[src/lcp_pkg.sv]
// Package with register map, field layout and timing constants for the LCD control block.
// How it works
// - Filter clock /128, then select /512../64.
// - Display disabled holds rails, backplanes, frontplanes and drive tick grounded.
// - Bias mode field picks drive scheme.
// - Segments assigned downward from segment 41.
// - Unclaimed shared pins stay general I/O.
// - Boost enable output follows bit 7.
// - Full-scale code goes to bias generator.
package lcp_pkg;

  // ************************************************************
  // Register map
  // ************************************************************
  // Printed offsets are not all multiples of four, so they are indices and byte address is four times each.
  localparam logic [15:0] LCP_IDX_BOOST_COUNT = 16'h2020;
  localparam logic [15:0] LCP_IDX_EN_MODE_CLK = 16'h2021;
  localparam logic [15:0] LCP_IDX_FULL_SCALE = 16'h2022;
  localparam int LCP_ADDR_W = 18;
  localparam logic [LCP_ADDR_W-1:0] LCP_ADR_BOOST_COUNT = {LCP_IDX_BOOST_COUNT, 2'h0};
  localparam logic [LCP_ADDR_W-1:0] LCP_ADR_EN_MODE_CLK = {LCP_IDX_EN_MODE_CLK, 2'h0};
  localparam logic [LCP_ADDR_W-1:0] LCP_ADR_FULL_SCALE = {LCP_IDX_FULL_SCALE, 2'h0};

  // ************************************************************
  // Field layout and reset values
  // ************************************************************
  localparam int LCP_BOOST_BIT = 7;
  localparam int LCP_COUNT_LSB = 0;
  localparam int LCP_COUNT_W = 5;
  localparam int LCP_CLK_LSB = 0;
  localparam int LCP_CLK_W = 2;
  localparam int LCP_MODE_LSB = 2;
  localparam int LCP_MODE_W = 3;
  localparam int LCP_EN_BIT = 5;
  localparam int LCP_FS_LSB = 0;
  localparam int LCP_FS_W = 5;
  localparam logic [7:0] LCP_RST_REG = 8'h00;
  localparam logic [4:0] LCP_COUNT_MAX = 5'h12;

  // ************************************************************
  // Shared pins: segments 24..41 pair with I/O 4..21
  // ************************************************************
  localparam int LCP_SHARED_N = 18;
  localparam int LCP_BACKPLANE_N = 4;
  localparam int LCP_FRONTPLANE_N = 42;
  localparam int LCP_FIRST_SHARED_FRONT = 24;

  // ************************************************************
  // Clock divider
  // ************************************************************
  localparam int LCP_BASE_DIV = 128;
  localparam int LCP_BASE_DIV_W = 7;
  localparam int LCP_SEL_DIV_W = 9;

  typedef enum logic [2:0] {
    LCP_M_4S_THIRD = 3'h0,
    LCP_M_3S_THIRD = 3'h1,
    LCP_M_2S_HALF = 3'h2,
    LCP_M_3S_HALF = 3'h3,
    LCP_M_STATIC = 3'h4
  } lcp_mode_t;

endpackage

[src/lcp_clkdiv.sv]
// Divider that turns the filter clock into the selected pin drive clock.
`timescale 1ns/10ps
module lcp_clkdiv
  import lcp_pkg::*;
(
  // Clock and reset
  input wire logic i_clk,
  input wire logic i_rstn,
  // Control
  input wire logic i_run,
  input wire logic [LCP_CLK_W-1:0] i_sel,
  // Output
  output logic o_tick
);

  logic [LCP_BASE_DIV_W-1:0] base_cnt_ff;
  logic [LCP_SEL_DIV_W-1:0] sel_cnt_ff;
  logic tick_ff;
  wire base_tick = (base_cnt_ff == LCP_BASE_DIV_W'(LCP_BASE_DIV - 1));
  // Code 00 wraps at 2^9, 11 at 2^6; wrap when the low (9-sel) bits are all ones.
  wire [LCP_SEL_DIV_W-1:0] wrap_mask = LCP_SEL_DIV_W'((1 << (LCP_SEL_DIV_W - 32'(i_sel))) - 1);
  wire sel_wrap = base_tick && ((sel_cnt_ff & wrap_mask) == wrap_mask);

  // Two cascaded counters; a stopped divider restarts cleanly from zero.
  always_ff @(posedge i_clk) begin
    if (!i_rstn || !i_run) begin
      base_cnt_ff <= '0;
      sel_cnt_ff <= '0;
      tick_ff <= 1'b0;
    end else begin
      base_cnt_ff <= base_tick ? '0 : base_cnt_ff + 1'b1;
      if (base_tick) begin
        sel_cnt_ff <= sel_wrap ? '0 : sel_cnt_ff + 1'b1;
      end
      tick_ff <= sel_wrap;
    end
  end

  assign o_tick = tick_ff;

endmodule

[src/lcp_top.sv]
// Top of the LCD control and pin share block with its Wishbone register slave.
`timescale 1ns/10ps
module lcp_top
  import lcp_pkg::*;
(
  // Clock and reset
  input wire logic I_CORE_CLK,
  input wire logic I_RSTN,
  // Wishbone slave
  input wire logic I_WB_CYC,
  input wire logic I_WB_STB,
  input wire logic I_WB_WE,
  input wire logic [LCP_ADDR_W-1:0] I_WB_ADR,
  input wire logic [3:0] I_WB_SEL,
  input wire logic [31:0] I_WB_DAT,
  output logic [31:0] O_WB_DAT,
  output logic O_WB_ACK,
  // Analog controls
  output logic O_BOOST_ENABLE,
  output logic O_BIAS_ENABLE,
  output logic [LCP_FS_W-1:0] O_FULL_SCALE_CODE,
  output logic [LCP_MODE_W-1:0] O_BIAS_MODE,
  // Glass drive
  output logic O_DRIVE_CLK_TICK,
  output logic [LCP_BACKPLANE_N-1:0] O_BACKPLANE_EN,
  output logic [LCP_FRONTPLANE_N-1:0] O_FRONTPLANE_EN,
  // Shared pin ownership
  output logic [LCP_SHARED_N-1:0] O_SHARED_IS_SEGMENT,
  output logic [LCP_SHARED_N-1:0] O_GENERAL_IO_EN
);

  // ************************************************************
  // Helper functions
  // ************************************************************
  // Merge of one written byte; all three control registers share it.
  function automatic logic [7:0] merge_byte(input logic take, input logic [7:0] din, input logic [7:0] old);
    logic [7:0] res;
    res = old;
    if (take) begin
      res = din;
    end
    return res;
  endfunction

  // Backplanes in use per mode: four, three, two, three or one.
  // Undefined codes take the static mask, so a stray write leaves the glass readable.
  function automatic logic [LCP_BACKPLANE_N-1:0] back_mask(input logic [LCP_MODE_W-1:0] mode);
    logic [LCP_BACKPLANE_N-1:0] mask;
    mask = 4'h1;
    unique case (mode)
      LCP_M_4S_THIRD: mask = 4'hF;
      LCP_M_3S_THIRD: mask = 4'h7;
      LCP_M_2S_HALF: mask = 4'h3;
      LCP_M_3S_HALF: mask = 4'h7;
      LCP_M_STATIC: mask = 4'h1;
      default: mask = 4'h1;
    endcase
    return mask;
  endfunction

  // Shared index k is segment 24+k and I/O 4+k; it is claimed when k >= 18 - N.
  // Claiming from the top keeps the low I/O numbers stable as the glass grows.
  function automatic logic [LCP_SHARED_N-1:0] claim_mask(input logic [LCP_COUNT_W-1:0] count);
    logic [LCP_SHARED_N-1:0] mask;
    mask = '0;
    for (int k = 0; k < LCP_SHARED_N; k++) begin
      mask[k] = (32'(k) >= 32'(LCP_SHARED_N) - 32'(count));
    end
    return mask;
  endfunction

  // ************************************************************
  // Register storage
  // ************************************************************
  logic [7:0] boost_count_ff;
  logic [7:0] en_mode_clk_ff;
  logic [7:0] full_scale_ff;
  logic ack_ff;
  logic [31:0] rdat_ff;

  // Bus decode; a request is taken once and acked the next cycle.
  // Masking with ack keeps a held strobe from being taken a second time.
  wire req = I_WB_CYC && I_WB_STB && !ack_ff;
  wire hit_bc = (I_WB_ADR == LCP_ADR_BOOST_COUNT);
  wire hit_emc = (I_WB_ADR == LCP_ADR_EN_MODE_CLK);
  wire hit_fs = (I_WB_ADR == LCP_ADR_FULL_SCALE);
  wire wr_lane0 = req && I_WB_WE && I_WB_SEL[0];
  wire [7:0] wdat = I_WB_DAT[7:0];
  wire [7:0] nxt_boost_count = merge_byte(wr_lane0 && hit_bc, wdat, boost_count_ff);
  wire [7:0] nxt_en_mode_clk = merge_byte(wr_lane0 && hit_emc, wdat, en_mode_clk_ff);
  wire [7:0] nxt_full_scale = merge_byte(wr_lane0 && hit_fs, wdat, full_scale_ff);
  // Unmapped addresses still ack and read zero, so software never hangs.
  wire [7:0] rsel = hit_bc ? boost_count_ff : hit_emc ? en_mode_clk_ff : hit_fs ? full_scale_ff : 8'h00;
  // Read data is zero outside an answer, so a stale byte is never taken for a read.
  wire [31:0] nxt_rdat = (req && !I_WB_WE) ? {24'h000000, rsel} : 32'h00000000;

  // Control register writes; a write lands at the edge that takes the request.
  always_ff @(posedge I_CORE_CLK) begin
    if (!I_RSTN) begin
      boost_count_ff <= LCP_RST_REG;
      en_mode_clk_ff <= LCP_RST_REG;
      full_scale_ff <= LCP_RST_REG;
    end else begin
      boost_count_ff <= nxt_boost_count;
      en_mode_clk_ff <= nxt_en_mode_clk;
      full_scale_ff <= nxt_full_scale;
    end
  end

  // Bus answer: one ack pulse with the read byte beside it.
  always_ff @(posedge I_CORE_CLK) begin
    if (!I_RSTN) begin
      ack_ff <= 1'b0;
      rdat_ff <= 32'h00000000;
    end else begin
      ack_ff <= req;
      rdat_ff <= nxt_rdat;
    end
  end

  // ************************************************************
  // Field extraction
  // ************************************************************
  wire boost_enable = boost_count_ff[LCP_BOOST_BIT];
  wire [LCP_COUNT_W-1:0] segment_pin_count = boost_count_ff[LCP_COUNT_LSB +: LCP_COUNT_W];
  wire [LCP_CLK_W-1:0] display_clock_select = en_mode_clk_ff[LCP_CLK_LSB +: LCP_CLK_W];
  wire [LCP_MODE_W-1:0] bias_mode = en_mode_clk_ff[LCP_MODE_LSB +: LCP_MODE_W];
  wire display_enable = en_mode_clk_ff[LCP_EN_BIT];
  wire [LCP_FS_W-1:0] full_scale_code = full_scale_ff[LCP_FS_LSB +: LCP_FS_W];

  // Codes above 18 are out of range; they are clamped so no phantom pin is claimed.
  // The register still reads back what was written, so software sees its own value.
  wire [LCP_COUNT_W-1:0] plane_count_eff = (segment_pin_count > LCP_COUNT_MAX) ? LCP_COUNT_MAX : segment_pin_count;

  // Undefined mode codes fall back to static drive.
  wire [LCP_MODE_W-1:0] mode_eff = (bias_mode > LCP_M_STATIC) ? LCP_M_STATIC : bias_mode;

  // Backplanes in use for the effective mode.
  wire [LCP_BACKPLANE_N-1:0] back_used = back_mask(mode_eff);

  // ************************************************************
  // Shared pin assignment
  // ************************************************************
  // Claim mask for the shared pins; it does not depend on the display enable.
  wire [LCP_SHARED_N-1:0] shared_is_plane = claim_mask(plane_count_eff);
  wire [LCP_SHARED_N-1:0] io_en = ~shared_is_plane;
  // The low frontplanes are dedicated and always belong to the glass.
  wire [LCP_FRONTPLANE_N-1:0] front_avail = {shared_is_plane, {LCP_FIRST_SHARED_FRONT{1'b1}}};

  // Disabled display grounds rails, backplanes and frontplanes.
  wire [LCP_BACKPLANE_N-1:0] nxt_back = display_enable ? back_used : '0;
  wire [LCP_FRONTPLANE_N-1:0] nxt_front = display_enable ? front_avail : '0;

  // ************************************************************
  // Drive clock
  // ************************************************************
  // The divider is held clear while dark, so the first tick comes a full period after enable.
  logic tick;
  lcp_clkdiv u_clkdiv (
    .i_clk(I_CORE_CLK),
    .i_rstn(I_RSTN),
    .i_run(display_enable),
    .i_sel(display_clock_select),
    .o_tick(tick)
  );

  // ************************************************************
  // Output stage
  // ************************************************************
  // Registered outputs; one cycle behind the control registers.
  // The extra stage keeps every pin glitch-free at the cost of one cycle of latency.
  logic boost_ff;
  logic bias_en_ff;
  logic [LCP_FS_W-1:0] fs_ff;
  logic [LCP_MODE_W-1:0] mode_ff;
  logic tick_ff;
  logic [LCP_BACKPLANE_N-1:0] back_ff;
  logic [LCP_FRONTPLANE_N-1:0] front_ff;
  logic [LCP_SHARED_N-1:0] shared_plane_ff;
  logic [LCP_SHARED_N-1:0] io_en_ff;

  // Analog controls and the drive tick.
  always_ff @(posedge I_CORE_CLK) begin
    if (!I_RSTN) begin
      boost_ff <= 1'b0;
      bias_en_ff <= 1'b0;
      fs_ff <= '0;
      mode_ff <= '0;
      tick_ff <= 1'b0;
    end else begin
      boost_ff <= boost_enable;
      bias_en_ff <= display_enable;
      fs_ff <= full_scale_code;
      mode_ff <= mode_eff;
      tick_ff <= tick;
    end
  end

  // Glass planes and shared pin ownership; pins come out of reset as general I/O.
  always_ff @(posedge I_CORE_CLK) begin
    if (!I_RSTN) begin
      back_ff <= '0;
      front_ff <= '0;
      shared_plane_ff <= '0;
      io_en_ff <= '1;
    end else begin
      back_ff <= nxt_back;
      front_ff <= nxt_front;
      shared_plane_ff <= shared_is_plane;
      io_en_ff <= io_en;
    end
  end

  // Every top output is a plain copy of a flip-flop.
  assign O_WB_DAT = rdat_ff;
  assign O_WB_ACK = ack_ff;
  assign O_BOOST_ENABLE = boost_ff;
  assign O_BIAS_ENABLE = bias_en_ff;
  assign O_FULL_SCALE_CODE = fs_ff;
  assign O_BIAS_MODE = mode_ff;
  assign O_DRIVE_CLK_TICK = tick_ff;
  assign O_BACKPLANE_EN = back_ff;
  assign O_FRONTPLANE_EN = front_ff;
  assign O_SHARED_IS_SEGMENT = shared_plane_ff;
  assign O_GENERAL_IO_EN = io_en_ff;

endmodule

[config.mk]
export PLATFORM = sky130hd
export DESIGN_NAME = lcp_top
export DESIGN_NICKNAME = d
export VERILOG_FILES = /design/src/lcp_pkg.sv /design/src/lcp_clkdiv.sv /design/src/lcp_top.sv
export SDC_FILE = /design/constraint.sdc
export NUM_CORES = 1
export LEC_CHECK = 0
export ABC_AREA = 1
export BUFFER_PORTS_ARGS = -buffer_cell sky130_fd_sc_hd__buf_2
export CAP_MARGIN = 20
export CORE_MARGIN = 1.5
export CORE_UTILIZATION = 49
export CTS_CLUSTER_SIZE = 20
export DETAILED_ROUTE_END_ITERATION = 10
export GPL_TIMING_DRIVEN = 0
export PLACE_DENSITY = 0.8
export SLEW_MARGIN = 15
export SYNTH_ARGS = -nofsm -noshare
export SYNTH_HDL_FRONTEND = slang
export SYNTH_SLANG_ARGS = --single-unit
[constraint.sdc]
create_clock -name I_CORE_CLK -period 2.52 [get_ports I_CORE_CLK]
set_clock_uncertainty 0.05 [all_clocks]
set_input_delay 0.378 -clock I_CORE_CLK [delete_from_list [all_inputs] [get_ports I_CORE_CLK]]
set_output_delay 0.378 -clock I_CORE_CLK [all_outputs]
set_load 0.005 [all_outputs]
==> flow_summary.yaml, run 1 <==
status:
  status: "completed"
floorplanning:
  die_area_mm2: 0.0107
  die_w_um: 104
  row_count: 36
  die_h_um: 104
  initial_utilization_pct: 50.6
  coreArea_mm2: 0.00982
  io_pins: 185
yosys:
  yosys.area_share.adder_pct: 1.51
  synthCells: 619
  synth_warnings: 0
  synth_area_per_cell_um2: 8.02
  ys_seq_elements: 119
  synth-compound-area-share_pct: 3.58
  yosys.area_share.simple_pct: 31.2
  synth_ff_type: "dfxtp_1"
  synth_edf_count: 0
  netlist_area_mm2: 0.00496
  synth_top_family_by_area: "simple AND/OR/NAND/NOR gates"
  synth_cell_type_count: 38
  yosys-mux-area-fraction_pct: 0
  async_flop_share_pct: 0
  synth-xor-area-share_pct: 0.529
  ys_seq_area_share_pct: 48.0
detailed_routing:
  drt_wl_total_um: 11600
  drtPass1Iterations: 7
  drt-initial-drc-count: 252
  via_per_inst: 4.70
  drc_errors: 0
  via_count: 4413
  wire_per_inst_um: 12.4
  ant_nets: 0
grt:
  antenna_found_initial: 0
  grt_max_degree: 26
  grt.total_usage_pct: 22.3
  grt_pass1_vias: 4231
  gr-total-overflow: 0
  grt_pass1_wl_um: 19300
power_and_ir_drop:
  switching_power_mw: 1.05
  p_leak_nw: 3.32
  swShare_pct: 24.1
  finalPower_mw: 4.34
  powerDensity_mw_per_mm2: 672
  clkPwrFrac_pct: 53.6
  peakVddDrop_uv: 413
  seqPwrFrac_pct: 43.4
  comb_power_share_pct: 3.0
  intPower_mw: 3.29
worst_hold_path:
  min_path_type: "in -> reg"
  hp-start: "I_RSTN"
sta:
  grt_setup_unrepaired: "no"
  post-route-period-util_pct: 88.6
  clock.fmax_mhz: 448
  drv_slew: 0
  tns_ns: 0
  fin_crit_ns: 2.23
  setup_viol: 0
  slew_headroom_pct: 51.2
  whs_ns: 0.142
  tightest_slew_ns: 0.731
  hold_violations: 0
setup_path:
  required_ns: 2.92
  regToRegStartpoint: "boost_count_ff[0]"
  crit_start: "boost_count_ff[0]"
  crit_path_top_delay_cell: "dfxtp_1"
  crit_family: "simple AND/OR/NAND/NOR gates"
  end_kind: "register"
  worst-path-buf-inv: 3
  start_kind: "register"
  slowest_delay_ns: 0.39
  cp.arrival_ns: 2.63
  crit_fanout: 7
  crit_end: "O_FRONTPLANE_EN[24]"
  reg2reg_depth: 15
  r2r_slack_ns: 0.29
  path_depth: 15
  r2r-end: "O_FRONTPLANE_EN[24]"
  cp_cell_sequence: "nand2_1 > nand2_1 > nand2_2 > inv_1 > nor2_1 > inv_1 > ha_1 > inv_1 > nand3_1 > nand2_2 > nor2_8 > nand2_4 > nor2_4 > nand2_2 > nor2_2"
  worstSetupPathType: "reg -> reg"
clocking:
  cts-root-buf: "clkbuf_8"
  clk_path_buf_depth: 2
  htree_levels: 4
  cts-buffers-inserted: 17
  cts_tree: "done"
  clock_sinks: 119
  clk_pin_slew_ns: 0.06
  clk_latency_ns: 0.52
placement:
  dpl-instance-area_mm2: 0.00588
  hpwl_um: 8340
  portBuffers: 132
  gp_congestion: 0.907
layout:
  diodes: 0
  regArea_mm2: 0.00238
  drive_gt1_share_pct: 33.5
  areaGrowthSynthToFinish_pct: 29.9
  n_fill_cell: 793
  final_area_mm2: 0.00645
  mostFrequentLayoutCell: "buf_2"
  multi_input_area_mm2: 0.00192
  nNetsFinal: 858
  utilization_pct: 65.7
  layout_common_cells: "137 x buf_2, 119 x nor2_1, 118 x dfxtp_1, 95 x nand2_1, 80 x inv_1"
job:
  drv_cap: 0
[synth_stat cells, types with 3 or more instances]
cell / count / share of area (%)
nand4_1: 30 / 3.8
nor3_1: 4 / 0.40
nor2_4: 9 / 2.0
inv_2: 5 / 0.38
nand3_1: 22 / 2.2
inv_1: 80 / 6.0
nor2_2: 11 / 1.4
buf_2: 5 / 0.50
nand2_4: 5 / 1.1
o21ai_0: 7 / 0.71
xor2_1: 3 / 0.53
nand2_1: 95 / 7.2
dfxtp_1: 119 / 48
a21oi_1: 9 / 0.91
nand2_2: 5 / 0.63
o21ai_1: 8 / 0.81
buf_4: 49 / 7.4
ha_1: 6 / 1.5
nor2_1: 119 / 9.0
[what timing repair did]
action                                  CTS  global route
gates resized for setup                   0             1
hold buffers                              0             0
endpoints found under the setup margin    0             1
setup buffers                             0             0
hold endpoints to repair                  0             0
[power groups by stage]
stage / clock [mW] / sequential [mW] / combinational (mW)
global placement: 0 / 1.92 / 0.126
floorplan: 0 / 1.92 / 0.0870
detailed placement: 0 / 1.92 / 0.128
global route: 2.44 / 1.88 / 0.144
CTS: 2.34 / 1.88 / 0.128
finish: 2.32 / 1.88 / 0.131
[worst min path at each step]
stage,endpoint,cells past startpoint
after floorplan,O_DRIVE_CLK_TICK,2
after global placement,O_DRIVE_CLK_TICK,2
after detailed placement,O_DRIVE_CLK_TICK,2
after CTS,boost_count_ff[3],3
after global routing,boost_count_ff[3],3
final,boost_count_ff[3],3
[cells by family after synthesis]
group,Yosys count
xor+xnor,3
simple gates,314
flops,119
other cells,1
buf+inv,145
fa+ha+maj,6
compound gates,31
[flip-flops by register name, indices dropped and copies added (netlist names), 3 cells and up]
register,cells
O_FULL_SCALE_CODE,5
u_clkdiv.base_cnt_ff,7
O_WB_DAT,8
boost_count_ff,8
u_clkdiv.sel_cnt_ff,9
O_BIAS_MODE,3
O_BACKPLANE_EN,4
O_GENERAL_IO_EN,18
en_mode_clk_ff,8
O_FRONTPLANE_EN,19
O_SHARED_IS_SEGMENT,18
full_scale_ff,8
[stage by stage]
stage               setup WS (ns)  instances
floorplan                   0.566        642
global route               0.0771        939
finish                      0.288        939
global placement            0.344        907
CTS                         0.220        939
detailed placement          0.252        907
[routing by layer]
layer,global-route usage [%],share of wire (%),vias to the layer above
met3,6.54,7.7,25
li1,-,-,2199
met5,0,0,-
met4,8.23,2.0,0
met1,24.9,41,1961
met2,40.0,49,228
[worst register-to-register path, delay by kind of cell, from the launching register on]
family                     cells  cell delay, ns
buffers and inverters          3            0.26
and+or+nand+nor               11            1.23
adders and majority gates      1            0.23
DFF                            1            0.39
[area by class of cell]
class	count	share of cell area, %
Buffer	59	6.61
Clock buffer	17	6.42
Clock inverter	15	2.42
Inverter	86	5.04
Multi-Input combinational cell	378	29.7
Sequential cell	119	37.0
Tap cell	133	2.58
Timing Repair Buffer	132	10.2
No activity file was read; power rests on OpenSTA's default activity.
==> run 2, diff against run 1 <==
--- a/config.mk
+++ b/config.mk
@@ -13,6 +13,7 @@
 export CTS_CLUSTER_SIZE = 20
 export DETAILED_ROUTE_END_ITERATION = 10
 export GPL_TIMING_DRIVEN = 0
+export MAX_ROUTING_LAYER = met4
 export PLACE_DENSITY = 0.8
 export SLEW_MARGIN = 15
 export SYNTH_ARGS = -nofsm -noshare
==> flow_summary.yaml, run 2 (same netlist as run 1, synthesis figures left out) <==
setup_path:
  worstSetupPathType: "reg -> reg"
  end_kind: "register"
  start_kind: "register"
  crit_fanout: 7
  required_ns: 2.88
  cp_cell_sequence: "nor2_2 > nand2_1 > nand2_2 > inv_1 > nor2_1 > inv_1 > ha_1 > inv_1 > nand3_1 > nand2_2 > nor2_8 > inv_1 > a21oi_2 > inv_1"
  slowest_delay_ns: 0.47
  cp.arrival_ns: 2.66
  crit_top_cell: "inv_1"
  crit_path_top_delay_cell: "dfxtp_1"
detailed_routing:
  ant_nets: 0
  drt-initial-drc-count: 230
  drt_wl_total_um: 11800
  highest_layer: "met4"
  dr_wl_met2_um: 5890
  drc_errors: 0
  wl_met1_um: 4700
  wl_met3_um: 862
  via_per_inst: 4.69
  drtPass1Iterations: 4
  wire_per_inst_um: 12.6
  via_count: 4408
sta:
  setup_viol: 0
  tightest_slew_ns: 0.741
  fin_crit_ns: 2.31
  slew_headroom_pct: 50.5
  clock.fmax_mhz: 433
  grt_setup_unrepaired: "no"
  drv_slew: 0
  fin_ws_ns: 0.212
  whs_ns: 0.146
  tns_ns: 0
  hold_violations: 0
  post-route-period-util_pct: 91.6
layout:
  diodes: 0
  areaGrowthSynthToFinish_pct: 31.1
  largest_reg_flops: 19
  drive_gt1_share_pct: 33.4
  layout_common_cells: "137 x buf_2, 119 x dfxtp_1, 119 x nor2_1, 95 x nand2_1, 80 x inv_1"
  mostFrequentLayoutCell: "buf_2"
  nNetsFinal: 858
  n_fill_cell: 803
placement:
  post-place-ws_ns: 0.258
  portBuffers: 132
  hpwl_um: 8440
  gp_congestion: 0.917
grt:
  grt_max_degree: 26
  grt_pass1_wl_um: 19100
  grt_pass1_vias: 4171
  antenna_found_initial: 0
  grt.total_usage_pct: 22.9
  gr-total-overflow: 0
clocking:
  postCtsSetupBuffers: 0
  htree_levels: 4
  clk_latency_ns: 0.53
  clock_sinks: 119
  cts-root-buf: "clkbuf_8"
  cts-buffers-inserted: 17
  cts_tree: "done"
  clk_path_buf_depth: 2
  cts.hold.buffers_added: 0
  clk_pin_slew_ns: 0.06
  cts.repair.resized: 0
worst_hold_path:
  min_path_type: "in -> reg"
floorplanning:
  coreArea_mm2: 0.00982
  die_h_um: 104
  io_pins: 185
  row_count: 36
  die_w_um: 104
  initial_utilization_pct: 50.6
  die_area_mm2: 0.0107
power_and_ir_drop:
  p_leak_nw: 3.35
  powerDensity_mw_per_mm2: 702
  peakVddDrop_uv: 426
job:
  drv_cap: 0
status:
  status: "completed"
-- run 2: layout make-up --
class	instances	area, um^2	share of cell area [%]
flip-flops and latches	119	2380	36.6
multi-input cells	378	1920	29.4
well taps	133	166	2.56
plain buffers	59	427	6.55
clock inverters	15	218	3.34
repair buffers	132	661	10.1
clock buffers	17	414	6.36
inverters	86	325	5.00
-- run 2: stage by stage --
stage          power, mW  instances  utilization (%)  cell area [um^2]
6_report            4.57        939             66.3              6510
5_1_grt             4.69        939             66.3              6510
4_1_cts             4.59        939             66.3              6510
3_5_place_dp        2.05        907             59.9              5880
3_3_place_gp        2.05        907             59.9              5880
2_1_floorplan       2.01        642                -              5050
-- run 2: worst max-delay path: cells and delay by family, from the launching register on --
kind | cells | cell delay, ns
AOI/OAI and AO/OA | 1 | 0.20
and+or+nand+nor | 7 | 0.74
buffers and inverters | 5 | 0.51
adders and majority gates | 1 | 0.23
DFF | 1 | 0.47
-- run 2: power breakdown --
part	leakage (nW)	switching [mW]	total [mW]	internal, mW
Combinational	2.08	0.0742	0.130	0.0562
Sequential	0.959	0.000589	1.88	1.88
Clock	0.311	0.926	2.56	1.63
-- run 2: routing by layer --
layer | vias up | track usage, %
met1 | 1961 | 23.8
met5 | - | -
met2 | 209 | 40.9
met4 | 0 | 9.62
met3 | 34 | 6.36
li1 | 2204 | -
-- run 2: path summary, 6_finish.rpt --
| check | startpoint | to | slack (ns) | cells past startpoint |
|---|---|---|---|---|
| setup / recovery | boost_count_ff[2] | O_GENERAL_IO_EN[14] | 0.21 | 14 |
| hold reg to reg | u_clkdiv.o_tick | O_DRIVE_CLK_TICK | 0.38 | 2 |
| hold / removal | I_RSTN | boost_count_ff[3] | 0.15 | 3 |
| setup reg to reg | boost_count_ff[2] | O_GENERAL_IO_EN[14] | 0.21 | 14 |
